### config.mk
export PLATFORM = sky130hd
export DESIGN_NAME = ccp_config_pins
export DESIGN_NICKNAME = d
export VERILOG_FILES = /design/src/design/ccp_pkg.sv /design/src/design/ccp_config_pins.sv /design/src/design/ccp_pair_buf.sv
export SDC_FILE = /design/constraint.sdc
export NUM_CORES = 1
export LEC_CHECK = 0
export BUFFER_PORTS_ARGS = -buffer_cell sky130_fd_sc_hd__buf_2
export CAP_MARGIN = 20
export CORE_MARGIN = 3
export CORE_UTILIZATION = 45
export CTS_BUF_LIST = sky130_fd_sc_hd__clkbuf_8
export CTS_CLUSTER_SIZE = 10
export DETAILED_ROUTE_END_ITERATION = 8
export GPL_ROUTABILITY_DRIVEN = 1
export PLACE_DENSITY_LB_ADDON = 0.12
export SLEW_MARGIN = 40
export SYNTH_ARGS = -nofsm -noshare
export SYNTH_HDL_FRONTEND = slang
export SYNTH_HIERARCHICAL = 1
export SYNTH_SLANG_ARGS = --single-unit
export TNS_END_PERCENT = 100
### constraint.sdc
create_clock -name clk -period 2.6 [get_ports clk]
set_input_delay 0.39 -clock clk [delete_from_list [all_inputs] [get_ports clk]]
set_output_delay 0.39 -clock clk [all_outputs]
set_load 0.005 [all_outputs]
### src/design/ccp_pkg.sv
// constants and types shared by the configuration control pin logic
`default_nettype none
package ccp_pkg;

    // ****************************************
    // clock and timing
    // ****************************************
    localparam int CLK_PERIOD_NS = 100;
    localparam int PROG_MIN_LOW_NS = 300;
    // least time, so round up to whole clock cycles
    localparam int PROG_MIN_LOW_CYC = (PROG_MIN_LOW_NS + CLK_PERIOD_NS - 1) / CLK_PERIOD_NS;
    localparam logic [2:0] PROG_CNT_MAX = 3'(PROG_MIN_LOW_CYC);
    // cycles spent wiping configuration memory once the request is released
    localparam logic [3:0] CLEAR_CYC = 4'h8;

    // ****************************************
    // widths
    // ****************************************
    localparam int BYTE_W = 8;
    localparam int ID_W = 32;
    localparam int SYNC_W = 18;
    // idle levels: select, direction, clock, request and completion high
    localparam logic [17:0] SYNC_RESET = 18'h01F00;

    // ****************************************
    // identification values
    // ****************************************
    // arbitrary value, not the code of any real part; bit 0 set as a jtag id requires
    localparam logic [31:0] DEVICE_ID_VALUE = 32'h0A5C_3001;
    localparam logic [31:0] USER_IDENTIFICATION_RESET = 32'h0FFF_FFFF;

    // ****************************************
    // oscillator rate codes and half periods in clk cycles
    // ****************************************
    localparam logic [2:0] RATE_3M = 3'h0;
    localparam logic [2:0] RATE_6M = 3'h1;
    localparam logic [2:0] RATE_12M = 3'h2;
    localparam logic [2:0] RATE_25M = 3'h3;
    localparam logic [2:0] RATE_50M = 3'h4;
    localparam logic [2:0] RATE_DEFAULT = RATE_6M;
    localparam logic [2:0] RATE_POWER_ON = RATE_3M;
    localparam logic [4:0] HALF_3M = 5'h10;
    localparam logic [4:0] HALF_6M = 5'h08;
    localparam logic [4:0] HALF_12M = 5'h04;
    localparam logic [4:0] HALF_25M = 5'h02;
    localparam logic [4:0] HALF_50M = 5'h01;

    // ****************************************
    // configuration sequence
    // ****************************************
    typedef enum logic [1:0] {
        CCP_ST_CLEAR = 2'h0,
        CCP_ST_LOAD = 2'h1,
        CCP_ST_RELEASE = 2'h2,
        CCP_ST_USER = 2'h3
    } ccp_state_t;

endpackage
`default_nettype wire
### src/design/ccp_config_pins.sv
// configuration control pins: clock, byte port, busy, program request, completion, id shift
//
// How it works
// - master modes: device drives config clock pin
// - data, select, direction sampled at clock rise
// - busy changes only after a clock rise
// - after completion, clock edges ignored unless persist
// - persist on: every edge may act again
// - oscillator rate selectable, default six megahertz; the code never applies RATE_DEFAULT and runs at RATE_POWER_ON until opt_load
// - slowest rate until rate option loaded
// - program request asynchronous, starts (re)configuration
// - low pulse resets logic, clears memory
// - held low: stall at memory clearing
// - low pulse of 300 ns restarts
// - power-up starts configuration without pulse
// - request high: finish, or stay user
// - completion output rises when process finishes
// - completion driven high or open-drain option
// - external low on completion delays start-up
// - fixed 32-bit device id readable by jtag
// - jtag port works before, during, after
// - user_identification set by option, default given
`default_nettype none
module ccp_config_pins
    import ccp_pkg::*;
(
    input wire logic clk,
    input wire logic reset_n,
    input wire logic master_mode,
    input wire logic cfg_clock_pin_i,
    output logic cfg_clock_pin_o,
    output logic cfg_clock_pin_oe,
    input wire logic [7:0] cfg_data_byte,
    input wire logic cfg_select_n,
    input wire logic cfg_read_write_n,
    output logic busy,
    input wire logic program_request_n,
    input wire logic completion_pin_i,
    output logic completion_pin_o,
    output logic completion_pin_oe,
    input wire logic jtag_tck,
    input wire logic jtag_tms,
    input wire logic jtag_tdi,
    input wire logic jtag_user_select,
    output logic jtag_tdo,
    output logic mem_clear,
    output logic user_mode,
    output logic [7:0] cfg_byte_data,
    output logic cfg_byte_valid,
    input wire logic cfg_byte_ready,
    input wire logic opt_load,
    input wire logic [2:0] osc_rate_option,
    input wire logic completion_drive_option,
    input wire logic persist_option,
    input wire logic [31:0] user_identification_option,
    input wire logic cfg_end
);

    // ****************************************
    // pin synchronisers
    // ****************************************
    logic [SYNC_W-1:0] pin_meta_q, pin_sync_q, pin_raw;
    logic [7:0] data_s;
    logic sel_n_s, rdwr_n_s, cfg_clock_pin_s, prog_s, done_s, tck_s, tms_s, tdi_s, master_s, usel_s;
    // data and strobes share the clock's delay so they line up at its edge
    assign pin_raw = {jtag_user_select, master_mode, jtag_tdi, jtag_tms, jtag_tck,
                      completion_pin_i, program_request_n, cfg_clock_pin_i,
                      cfg_read_write_n, cfg_select_n, cfg_data_byte};

    always_ff @(posedge clk) begin
        if (!reset_n) begin
            pin_meta_q <= SYNC_RESET;
            pin_sync_q <= SYNC_RESET;
        end else begin
            pin_meta_q <= pin_raw;
            pin_sync_q <= pin_meta_q;
        end
    end

    // field split mirrors the packing of pin_raw above
    assign {usel_s, master_s, tdi_s, tms_s, tck_s, done_s, prog_s, cfg_clock_pin_s, rdwr_n_s, sel_n_s,
            data_s} = pin_sync_q;

    // ****************************************
    // program request filter
    // ****************************************
    logic [2:0] prog_cnt_q, prog_cnt_d;
    logic restart;
    // pulses shorter than the minimum never reach the count limit
    assign prog_cnt_d = prog_s ? 3'h0 :
                        (prog_cnt_q == PROG_CNT_MAX) ? PROG_CNT_MAX : prog_cnt_q + 3'h1;
    assign restart = (prog_cnt_q == PROG_CNT_MAX);

    always_ff @(posedge clk) begin
        if (!reset_n) begin
            prog_cnt_q <= 3'h0;
        end else begin
            prog_cnt_q <= prog_cnt_d;
        end
    end

    // ****************************************
    // sequence and options
    // ****************************************
    ccp_state_t state_q, state_d;
    logic [3:0] clear_cnt_q;
    logic [2:0] active_rate_q;
    logic drive_opt_q, persist_q, mode_q;
    logic [31:0] user_identification_q;
    always_comb begin
        state_d = state_q;
        case (state_q)
            CCP_ST_CLEAR: begin
                if (prog_s && clear_cnt_q == CLEAR_CYC) begin
                    state_d = CCP_ST_LOAD;
                end
            end
            CCP_ST_LOAD: begin
                if (cfg_end) begin
                    state_d = CCP_ST_RELEASE;
                end
            end
            CCP_ST_RELEASE: begin
                if (done_s) begin
                    state_d = CCP_ST_USER;
                end
            end
            CCP_ST_USER: begin
                state_d = CCP_ST_USER;
            end
            default: begin
                state_d = CCP_ST_CLEAR;
            end
        endcase
        if (restart) begin
            state_d = CCP_ST_CLEAR;
        end
    end

    // reset lands in clearing, so power-up configures by itself
    always_ff @(posedge clk) begin
        if (!reset_n) begin
            state_q <= CCP_ST_CLEAR;
        end else begin
            state_q <= state_d;
        end
    end

    // clearing count only runs while the request is released
    always_ff @(posedge clk) begin
        if (!reset_n || state_q != CCP_ST_CLEAR || !prog_s) begin
            clear_cnt_q <= 4'h0;
        end else if (clear_cnt_q != CLEAR_CYC) begin
            clear_cnt_q <= clear_cnt_q + 4'h1;
        end
    end

    // options loaded from the data; clearing restores defaults
    always_ff @(posedge clk) begin
        if (!reset_n || state_q == CCP_ST_CLEAR) begin
            active_rate_q <= RATE_POWER_ON;
            drive_opt_q <= 1'b0;
            persist_q <= 1'b0;
            user_identification_q <= USER_IDENTIFICATION_RESET;
        end else if (opt_load) begin
            active_rate_q <= osc_rate_option;
            drive_opt_q <= completion_drive_option;
            persist_q <= persist_option;
            user_identification_q <= user_identification_option;
        end
    end

    // mode strap followed while clearing, when the sync flops have long settled
    always_ff @(posedge clk) begin
        if (!reset_n) begin
            mode_q <= 1'b0;
        end else if (state_q == CCP_ST_CLEAR) begin
            mode_q <= master_s;
        end
    end

    // ****************************************
    // internal oscillator for master modes
    // ****************************************
    logic [4:0] half_cyc, div_cnt_q;
    logic osc_q, osc_run, osc_flip;
    // half period of the active rate
    assign half_cyc = (active_rate_q == RATE_50M) ? HALF_50M :
                      (active_rate_q == RATE_25M) ? HALF_25M :
                      (active_rate_q == RATE_12M) ? HALF_12M :
                      (active_rate_q == RATE_6M) ? HALF_6M : HALF_3M;
    assign osc_run = mode_q & ((state_q != CCP_ST_USER) | persist_q);
    assign osc_flip = osc_run & (div_cnt_q >= half_cyc - 5'h01);

    always_ff @(posedge clk) begin
        if (!reset_n || !osc_run) begin
            div_cnt_q <= 5'h00;
            osc_q <= 1'b0;
        end else begin
            div_cnt_q <= osc_flip ? 5'h00 : div_cnt_q + 5'h01;
            osc_q <= osc_q ^ osc_flip;
        end
    end

    // ****************************************
    // byte port
    // ****************************************
    logic cfg_clock_pin_prev_q, cfg_rise, port_live, buf_push, buf_in_ready, busy_q, cfg_clock_pin_oe_q;
    // slave edges from the pin, master edges from our oscillator
    assign cfg_rise = mode_q ? (osc_flip & !osc_q) : (cfg_clock_pin_s & !cfg_clock_pin_prev_q);
    // port only listens after completion when persist is set
    assign port_live = (state_q == CCP_ST_LOAD) | ((state_q == CCP_ST_USER) & persist_q);
    // write byte taken at the rise when selected; reads are not served
    assign buf_push = cfg_rise & port_live & !sel_n_s & !rdwr_n_s;

    always_ff @(posedge clk) begin
        if (!reset_n) begin
            cfg_clock_pin_prev_q <= 1'b1;
            busy_q <= 1'b0;
            cfg_clock_pin_oe_q <= 1'b0;
        end else begin
            cfg_clock_pin_prev_q <= cfg_clock_pin_s;
            // busy only moves on a rise, showing a full buffer
            busy_q <= cfg_rise ? !buf_in_ready : busy_q;
            // drive the clock pin in master modes
            cfg_clock_pin_oe_q <= osc_run;
        end
    end

    // a stall by the memory writer backs up into busy; the byte sampled at the rise that raises busy is dropped
    ccp_pair_buf #(
        .WIDTH(BYTE_W)
    ) u_buf (
        .clk(clk),
        .reset_n(reset_n),
        .in_data(data_s),
        .in_valid(buf_push),
        .in_ready(buf_in_ready),
        .out_data(cfg_byte_data),
        .out_valid(cfg_byte_valid),
        .out_ready(cfg_byte_ready)
    );

    // ****************************************
    // completion pin
    // ****************************************
    logic done_flag, done_o_q, done_oe_q;
    assign done_flag = (state_q == CCP_ST_RELEASE) | (state_q == CCP_ST_USER);
    // low until finished, then driven high or released
    always_ff @(posedge clk) begin
        if (!reset_n) begin
            done_o_q <= 1'b0;
            done_oe_q <= 1'b1;
        end else begin
            done_o_q <= done_flag & drive_opt_q;
            done_oe_q <= !done_flag | drive_opt_q;
        end
    end

    // ****************************************
    // id shift port
    // ****************************************
    logic tck_prev_q, tck_rise, tck_fall, tdo_q;
    logic [31:0] id_shift_q;
    assign tck_rise = tck_s & !tck_prev_q;
    assign tck_fall = !tck_s & tck_prev_q;

    // capture on tms high, shift lsb first otherwise; never gated by state
    always_ff @(posedge clk) begin
        if (!reset_n) begin
            tck_prev_q <= 1'b0;
            id_shift_q <= DEVICE_ID_VALUE;
            tdo_q <= 1'b0;
        end else begin
            tck_prev_q <= tck_s;
            if (tck_rise) begin
                id_shift_q <= tms_s ? (usel_s ? user_identification_q : DEVICE_ID_VALUE)
                                    : {tdi_s, id_shift_q[31:1]};
            end
            if (tck_fall) begin
                tdo_q <= id_shift_q[0];
            end
        end
    end

    // ****************************************
    // outputs
    // ****************************************
    assign cfg_clock_pin_o = osc_q;
    assign cfg_clock_pin_oe = cfg_clock_pin_oe_q;
    assign busy = busy_q;
    assign completion_pin_o = done_o_q;
    assign completion_pin_oe = done_oe_q;
    assign jtag_tdo = tdo_q;
    assign mem_clear = (state_q == CCP_ST_CLEAR);
    assign user_mode = (state_q == CCP_ST_USER);

    // ****************************************
    // checks
    // ****************************************
    AST_MASTER_DRIVES: assert property (@(posedge clk) disable iff (!reset_n)
        osc_run |=> cfg_clock_pin_oe) else $error("clock pin not driven in master mode");
    AST_BUSY_ON_RISE: assert property (@(posedge clk) disable iff (!reset_n)
        !cfg_rise |=> $stable(busy)) else $error("busy moved without a clock rise");
    AST_IGNORE_AFTER: assert property (@(posedge clk) disable iff (!reset_n)
        (state_q == CCP_ST_USER && !persist_q && !cfg_byte_valid) |=> !cfg_byte_valid)
        else $error("byte taken after end");
    AST_PERSIST_TAKES: assert property (@(posedge clk) disable iff (!reset_n)
        (state_q == CCP_ST_USER && persist_q && cfg_rise && !sel_n_s && !rdwr_n_s
         && buf_in_ready) |=> cfg_byte_valid) else $error("persist byte not taken");
    AST_SLOW_START: assert property (@(posedge clk) disable iff (!reset_n)
        state_q == CCP_ST_CLEAR |=> active_rate_q == RATE_POWER_ON) else $error("rate not slowest");
    AST_HOLD_CLEAR: assert property (@(posedge clk) disable iff (!reset_n)
        (state_q == CCP_ST_CLEAR && !prog_s) |=> state_q == CCP_ST_CLEAR)
        else $error("left clearing while request low");
    AST_RESTART: assert property (@(posedge clk) disable iff (!reset_n)
        (!prog_s)[*4] |=> state_q == CCP_ST_CLEAR) else $error("long low pulse did not restart");
    AST_USER_STAYS: assert property (@(posedge clk) disable iff (!reset_n)
        (state_q == CCP_ST_USER && prog_cnt_q != PROG_CNT_MAX) |=> user_mode)
        else $error("left user mode without restart");
    AST_DONE_LOW: assert property (@(posedge clk) disable iff (!reset_n)
        (state_q == CCP_ST_LOAD)[*2] |-> completion_pin_oe && !completion_pin_o)
        else $error("completion not low while loading");
    AST_WAIT_RELEASE: assert property (@(posedge clk) disable iff (!reset_n)
        (state_q == CCP_ST_RELEASE && !done_s && !restart) |=> !user_mode)
        else $error("start-up while completion held low");
    AST_DEVICE_ID: assert property (@(posedge clk) disable iff (!reset_n)
        (tck_rise && tms_s && !usel_s) |=> id_shift_q == DEVICE_ID_VALUE)
        else $error("device id not captured");
    COV_USER: cover property (@(posedge clk) disable iff (!reset_n) $rose(user_mode));
    COV_RESTART: cover property (@(posedge clk) disable iff (!reset_n) user_mode ##1 mem_clear);
    COV_PERSIST: cover property (@(posedge clk) disable iff (!reset_n) user_mode && buf_push);
    COV_BUSY: cover property (@(posedge clk) disable iff (!reset_n) $rose(busy));

endmodule
`default_nettype wire

### src/design/ccp_pair_buf.sv
// two-entry buffer between the pin sampler and the configuration memory writer
`default_nettype none
module ccp_pair_buf
    import ccp_pkg::*;
#(
    parameter int WIDTH = BYTE_W
) (
    input wire logic clk,
    input wire logic reset_n,
    input wire logic [WIDTH-1:0] in_data,
    input wire logic in_valid,
    output logic in_ready,
    output logic [WIDTH-1:0] out_data,
    output logic out_valid,
    input wire logic out_ready
);

    logic [WIDTH-1:0] mem_q [2];
    logic wr_q;
    logic rd_q;
    logic [1:0] count_q;
    logic push;
    logic pop;

    // honest full and empty from the occupancy count
    assign in_ready = (count_q != 2'h2);
    assign out_valid = (count_q != 2'h0);
    assign push = in_valid & in_ready;
    assign pop = out_valid & out_ready;
    assign out_data = mem_q[rd_q];

    // entry storage, no reset needed on data
    always_ff @(posedge clk) begin
        if (push) begin
            mem_q[wr_q] <= in_data;
        end
    end

    // pointers and count
    always_ff @(posedge clk) begin
        if (!reset_n) begin
            wr_q <= 1'b0;
            rd_q <= 1'b0;
            count_q <= 2'h0;
        end else begin
            wr_q <= wr_q ^ push;
            rd_q <= rd_q ^ pop;
            count_q <= count_q + {1'b0, push} - {1'b0, pop};
        end
    end

endmodule
`default_nettype wire

Yosys cells after proc, flatten, opt, wreduce, memory -nomap -nowiden
Memory sizes are Yosys's and may differ from the RTL's. A register that Yosys moved wholly into a read port is not among the register bits.
Index checks and enable logic that the tools add are counted.
Widths: inputs -> output; s select.
- bits of input ports: 60
- bits in writable memories: 16
- memories: 1
- bits in registers: 132
- add/subtract/negate cells: 6
- multiplexer cells: 15
- equality and inequality tests: 15
- order comparisons: 1
- bitwise operators: 21
- reduce and logical (&&, ||, !) cells: 24
- memories (memory ; depth ; bits a word ; read ports ; clocked after memory_dff ; write ports ; RTL line ; RTL):
    u_buf.mem_q ; 2 ; 8 ; 1 ; 1 ; 1 ; ccp_pair_buf.sv:18 ; logic [WIDTH-1:0] mem_q [2];
- operators by type and width (cell ; number):
    $mux 32 ; 2
    $mux 5 ; 4
    $and 1x1->1 ; 13
    $logic_not 1->1 ; 11
    $eq 3x2->1 const B ; 3
    $mux 2 ; 4
    $ne 2x2->1 const B ; 4
    $pmux 2 s4 ; 1
    $reduce_or 2->1 ; 3
    $add 5x1->5 const B ; 1
    $ge 5x5->1 ; 1
    $sub 5x1->5 const B ; 1
    $add 4x1->4 const B ; 1
    $eq 2x2->1 const B ; 2
    $eq 4x4->1 const B ; 1
    $logic_or 1x1->1 ; 4
    $mux 1 ; 4
    $ne 4x4->1 const B ; 1
    $or 1x1->1 ; 4
    $reduce_bool 2->1 ; 2
    $add 3x1->3 const B ; 1
    $eq 3x1->1 const B ; 1
    $eq 3x3->1 const B ; 1
    $reduce_and 3->1 ; 1
    other kinds (9) ; 11

Logic depth before layout (Yosys ltp)
- depth in word-level cells: 16
- depth in mapped cells: 17

Modules after synthesis
The synthesis kept the hierarchy.
- by module, submodules not included (module ; times used ; cells an instance ; area an instance (um2)):
    ccp_config_pins ; 1 ; 501 ; 5039.8
    ccp_pair_buf ; 1 ; 54 ; 840.8

Worst setup path before layout
Ideal clock, no wire load.
- path kind: register to register
- from: register active_rate_q[0]
- to: register u_buf.count_q[1]
- path buffers: 0
- slack: -0.139 ns
- cell stages (with the launch flop): 18
- required time: 2.528 ns
- data arrival time: 2.668 ns
- path through: dfxtp_1 > nor2_1 > nand2_1 > o21ai_0 > ha_1 > a21oi_1 > o21ai_0 > nand3_1 > a21oi_1 > ha_1 > a21oi_1 > nor2_1 > nor2b_1 > a211oi_1 > nor2_1 > ha_1 > or2b_2 > mux2i_1
- word-level cells in the longest chain between the ends: 16
- elaborated cells between the ends (all ways): 19
- classes of those cells: add/sub (3); order compare (1); eq/ne (4); mux (5); bitwise (6)
- RTL lines (item ; RTL line ; RTL):
    start: declaration ; ccp_config_pins.sv:107 ; logic [2:0] active_rate_q;
    start signal: assignment ; ccp_config_pins.sv:166 ; active_rate_q <= osc_rate_option;
    $eq 3x1->1 ; ccp_config_pins.sv:191 ; (active_rate_q == RATE_6M) ? HALF_6M : HALF_3M;
    $mux 5 ; ccp_config_pins.sv:191 ;
    $mux 5 ; ccp_config_pins.sv:190 ; (active_rate_q == RATE_12M) ? HALF_12M :
    $mux 5 ; ccp_config_pins.sv:189 ; (active_rate_q == RATE_25M) ? HALF_25M :
    $mux 5 * ; ccp_config_pins.sv:188 ; assign half_cyc = (active_rate_q == RATE_50M) ? HALF_50M :
    $sub 5x1->5 * ; ccp_config_pins.sv:193 ; assign osc_flip = osc_run & (div_cnt_q >= half_cyc - 5'h01);
    $ge 5x5->1 * ; ccp_config_pins.sv:193 ;
    $and 1x1->1 * ; ccp_config_pins.sv:193 ;
    $and 1x1->1 * ; ccp_config_pins.sv:210 ; assign cfg_rise = mode_q ? (osc_flip & !osc_q) : (cfg_clock_pin_s & !cfg_clock_pin_prev_q);
    $mux 1 * ; ccp_config_pins.sv:210 ;
    $and 1x1->1 * (3 in a row) ; ccp_config_pins.sv:214 ; assign buf_push = cfg_rise & port_live & !sel_n_s & !rdwr_n_s;
    via buf_push ; ccp_config_pins.sv:208 ; logic cfg_clock_pin_prev_q, cfg_rise, port_live, buf_push, buf_in_ready, busy_q, cfg_clock_pin_oe_q;
    $and 1x1->1 * ; ccp_pair_buf.sv:28 ; assign push = in_valid & in_ready;
    $add 2x1->2 * ; ccp_pair_buf.sv:48 ; count_q <= count_q + {1'b0, push} - {1'b0, pop};
    $sub 2x1->2 * ; ccp_pair_buf.sv:48 ;
    end signal: assignment ; ccp_pair_buf.sv:48 ;
    end: declaration ; ccp_pair_buf.sv:21 ; logic [1:0] count_q;
The timed path passes the listed nets; every way through them passes the cells marked *.
A chain may end at the register's enable or synchronous reset.

Final worst setup path
- from: register active_rate_q[1]
- to: register u_buf.count_q[1]
Same word-level chain as after synthesis.

==> reports/metrics.csv <==
metric;value;unit
WP data required;2980;ps
r2r worst-path depth;17;
Max Buffers Root-to-Sink;2;
status;complete, but fails checks;
Finished Cell Area;0.00697;mm^2
post-route ant nets;0;
placed insts;785;
DR DRC count;0;
worst r2r src;active_rate_q[1];
WL/cell;13.2;um
Vias;4010;
fin nets;710;
CP max FO;4;
# IOs;77;
top cells by count, synth;133 x dfxtp_1, 63 x nand3_1, 47 x nand2_1;
Inserted Clock Buffers;17;
Starting Density;0.462;
initial antenna violation count;0;
fmax;380;MHz
Yosys top cell area share;0.453;
first-pass GRT wire length;18100;um
hold-critical path depth;2;
gr usage total;0.159;
Final Hold Slack;128;ps
count leader, synth;dfxtp_1;
switching power total;1.02;mW
sw frac;0.224;
Worst-Margin Slew;635;ps
Synth warnings;6;
WL final;10900;um
Slew headroom;0.577;
Synth Area per Inst;10.6;um^2
Final setup viols;2;
max cap viols;0;
Top FF cell, synth;dfxtp_1;
Final min period;2630;ps
Non-Filler Instances;822;
post-synthesis sequential area ratio;0.534;
WHS Endpoint;pin_meta_q[11];
FF+latch count, synth;149;
violated checks;negative setup slack;
gpl congestion;0.721;
Hold Path Class;input port to flip-flop;
CTS H-tree lvls;4;
Worst VDD drop;0.366;mV
P&R area growth vs syn;18.5;%
Gate Count Post-Synth;555;
Initial DRC Count;237;
cell accounting for the most synthesized area;dfxtp_1;
Final Max Slew Viols;0;
total grt overflow;0;
Crit path max-delay family;simple AND/OR/NAND/NOR gates;
reg2reg setup slack;-30;ps
Clk Latency, worst-skew pair;440;ps
Die Ht;120;um
pre-CTS WS;-221;ps
vias per inst;4.88;
crit-path max cell delay;370;ps
Clock Skew;7.97;ps
CTS sink count;149;
# diodes;0;
Final period util;1.01;
P_leak;3.08;nW
Int Power;3.54;mW
Async S/R FF share, synth;0;
clock network fraction of total power;0.423;
Filler cells;1160;
Synth area leaders;dfxtp_1 45%, edfxtp_1 8.2%, mux2i_1 6.6%;
clk root buf;clkbuf_8;
Core ar.;0.0127;mm^2
pin count of the biggest net entering global routing;49;
final-report hold violation count;0;
min-delay src;program_request_n;
Logic pwr share;0.050;
CTS tree;done;
critical-path cell list;nor2_4, nand2_2, o21ai_2, ha_4, a21oi_2, o21ai_2, nand3_2, a21oi_2, ha_2, a21oi_4, nor2_4, nor2b_1, a211oi_1, nor2_1, ha_2, or2b_4, mux2i_1;
slowest CP cell;dfxtp_4;
critical path capture point type;flip-flop;
vias in the first global route;3965;
final worst slack;-31.2;ps
WP buf/inv;0;
critical path class;flip-flop to flip-flop;
Synth Cell Area;0.00588;mm^2
Cell Pwr Density;655;mW/mm^2
die area;0.0145;mm^2
Pre-Repair DR Iteration Count;4;
Detail Placement HPWL;7160;um
clock-pin slew on the worst setup and hold paths;80;ps
Reg power frac;0.527;
syn nets;628;
Std-Cell Rows;41;
Post-DP Area;0.00636;mm^2
Distinct cells, synth;47;
Startpoint Class;flip-flop;
RSZ-0062 raised after global routing;yes;
cts-stage hold buffer count;0;
crit path DAT;3010;ps
Post-synth EDFFs;16;
Die X-Extent;120;um
I/O Buffers;76;
setup TNS;-55.0;ps
layout cells sized above 1;0.271;
RR Endpoint;u_buf/count_q[1];
## worst reg2reg max path: cells and delay by family (launching register included)
family | cells | cell delay (ps)
simple gates | 7 | 770
flops | 1 | 370
compound gates | 6 | 710
fa+ha+maj | 3 | 610
mux | 1 | 110
## cells in the final DEF (no fill, tap or decap), types with 2 or more instances in the layout
| cell type | Yosys | final |
|---|---|---|
| dfxtp_1 | 133 | 129 |
| nand3_1 | 63 | 61 |
| buf_4 | 6 | 20 |
| ha_4 | 0 | 3 |
| ha_1 | 13 | 8 |
| mux2_2 | 8 | 8 |
| o211ai_1 | 9 | 9 |
| mux2i_1 | 39 | 39 |
| ha_2 | 0 | 2 |
| nor2_1 | 25 | 23 |
| nor2b_1 | 5 | 5 |
| nand2b_1 | 39 | 39 |
| nand3_2 | 0 | 2 |
| o211a_1 | 23 | 23 |
| nor2_4 | 0 | 2 |
| clkinv_2 | 0 | 2 |
| nand2_1 | 47 | 43 |
| edfxtp_1 | 16 | 16 |
| or2b_1 | 2 | 2 |
| o21ai_0 | 7 | 4 |
| inv_1 | 9 | 9 |
| buf_6 | 12 | 3 |
| nand3b_1 | 12 | 12 |
| a21oi_1 | 8 | 4 |
| o21ai_2 | 1 | 4 |
| dfxtp_2 | 0 | 3 |
| xor2_1 | 3 | 3 |
| bufinv_16 | 0 | 4 |
| xnor2_1 | 4 | 4 |
| a21oi_2 | 0 | 3 |
| nand2_2 | 0 | 3 |
| clkbuf_8 | 0 | 17 |
| clkinv_4 | 0 | 5 |
| and2_1 | 31 | 30 |
| clkinvlp_4 | 0 | 2 |
| buf_2 | 10 | 76 |
## state kept, by name (all words and copies together) (netlist names), 2 cells and up, named ones only
register / count
active_rate_q: 3
clear_cnt_q: 4
div_cnt_q: 5
id_shift_q: 32
pin_meta_q: 18
pin_sync_q: 18
prog_cnt_q: 3
state_q: 2
u_buf/count_q: 2
u_buf/mem_q: 16
user_identification_q: 32
## timing repair
| item | 4_1_cts | 5_1_grt |
|---|---|---|
| setup endpoints to repair | 18 | 19 |
| pin swaps | 9 | 15 |
| resized for setup | 17 | 17 |
| buffers inserted | 4 | 1 |
| gates cloned | 0 | 0 |
## cell families after synthesis
group | Yosys count | share of synthesized area
multiplexers | 47 | 0.0817
other | 1 | 0.000638
adder cells (fa/ha/maj) | 13 | 0.0277
flip-flops | 149 | 0.534
AO/OA/AOI/OAI | 55 | 0.0745
AND/OR/NAND/NOR | 238 | 0.219
buffers and inverters | 45 | 0.0513
XOR/XNOR | 7 | 0.0104
## cell type report
class / count / area [um^2] / share of cell area
Inverter: 9 / 33.8 / 0.00485
Multi-Input combinational cell: 361 / 2570 / 0.368
Clock buffer: 17 / 234 / 0.0336
Tap cell: 172 / 215 / 0.0309
Sequential cell: 149 / 3150 / 0.452
Timing Repair Buffer: 99 / 564 / 0.0810
Clock inverter: 15 / 204 / 0.0293
## worst max path at each step
stage | startpoint | endpoint | slack [ps] | depth (start not counted)
4_1_cts | active_rate_q[1] | u_buf/count_q[1] | -90 | 17
2_1_floorplan | active_rate_q[0] | u_buf/count_q[1] | 10 | 17
6_report | active_rate_q[1] | u_buf/count_q[1] | -30 | 17
3_3_place_gp | active_rate_q[0] | u_buf/count_q[1] | -100 | 17
5_1_grt | active_rate_q[1] | u_buf/count_q[1] | -170 | 18
3_5_place_dp | active_rate_q[0] | u_buf/count_q[1] | -220 | 17
## stage by stage
step                      power, mW   util
after CTS                      4.63  0.542
final                          4.57  0.548
after global routing           4.77  0.548
after global placement         2.68  0.500
after detailed placement       2.69  0.500
after floorplan                2.62      -
## metal layers
metal | share of wire | global-route usage
met1 | 0.47 | 0.199
met2 | 0.48 | 0.255
met3 | 0.040 | 0.0514
met4 | 0.013 | 0.0659
met5 | 0 | 0
## power groups by stage
stage | combinational, mW | clock [mW] | sequential [mW]
4_1_cts | 0.231 | 1.99 | 2.41
3_3_place_gp | 0.223 | 0 | 2.46
6_report | 0.228 | 1.93 | 2.41
3_5_place_dp | 0.228 | 0 | 2.46
2_1_floorplan | 0.172 | 0 | 2.45
5_1_grt | 0.259 | 2.09 | 2.42
Note: power is estimated with default switching activity, not from simulation.
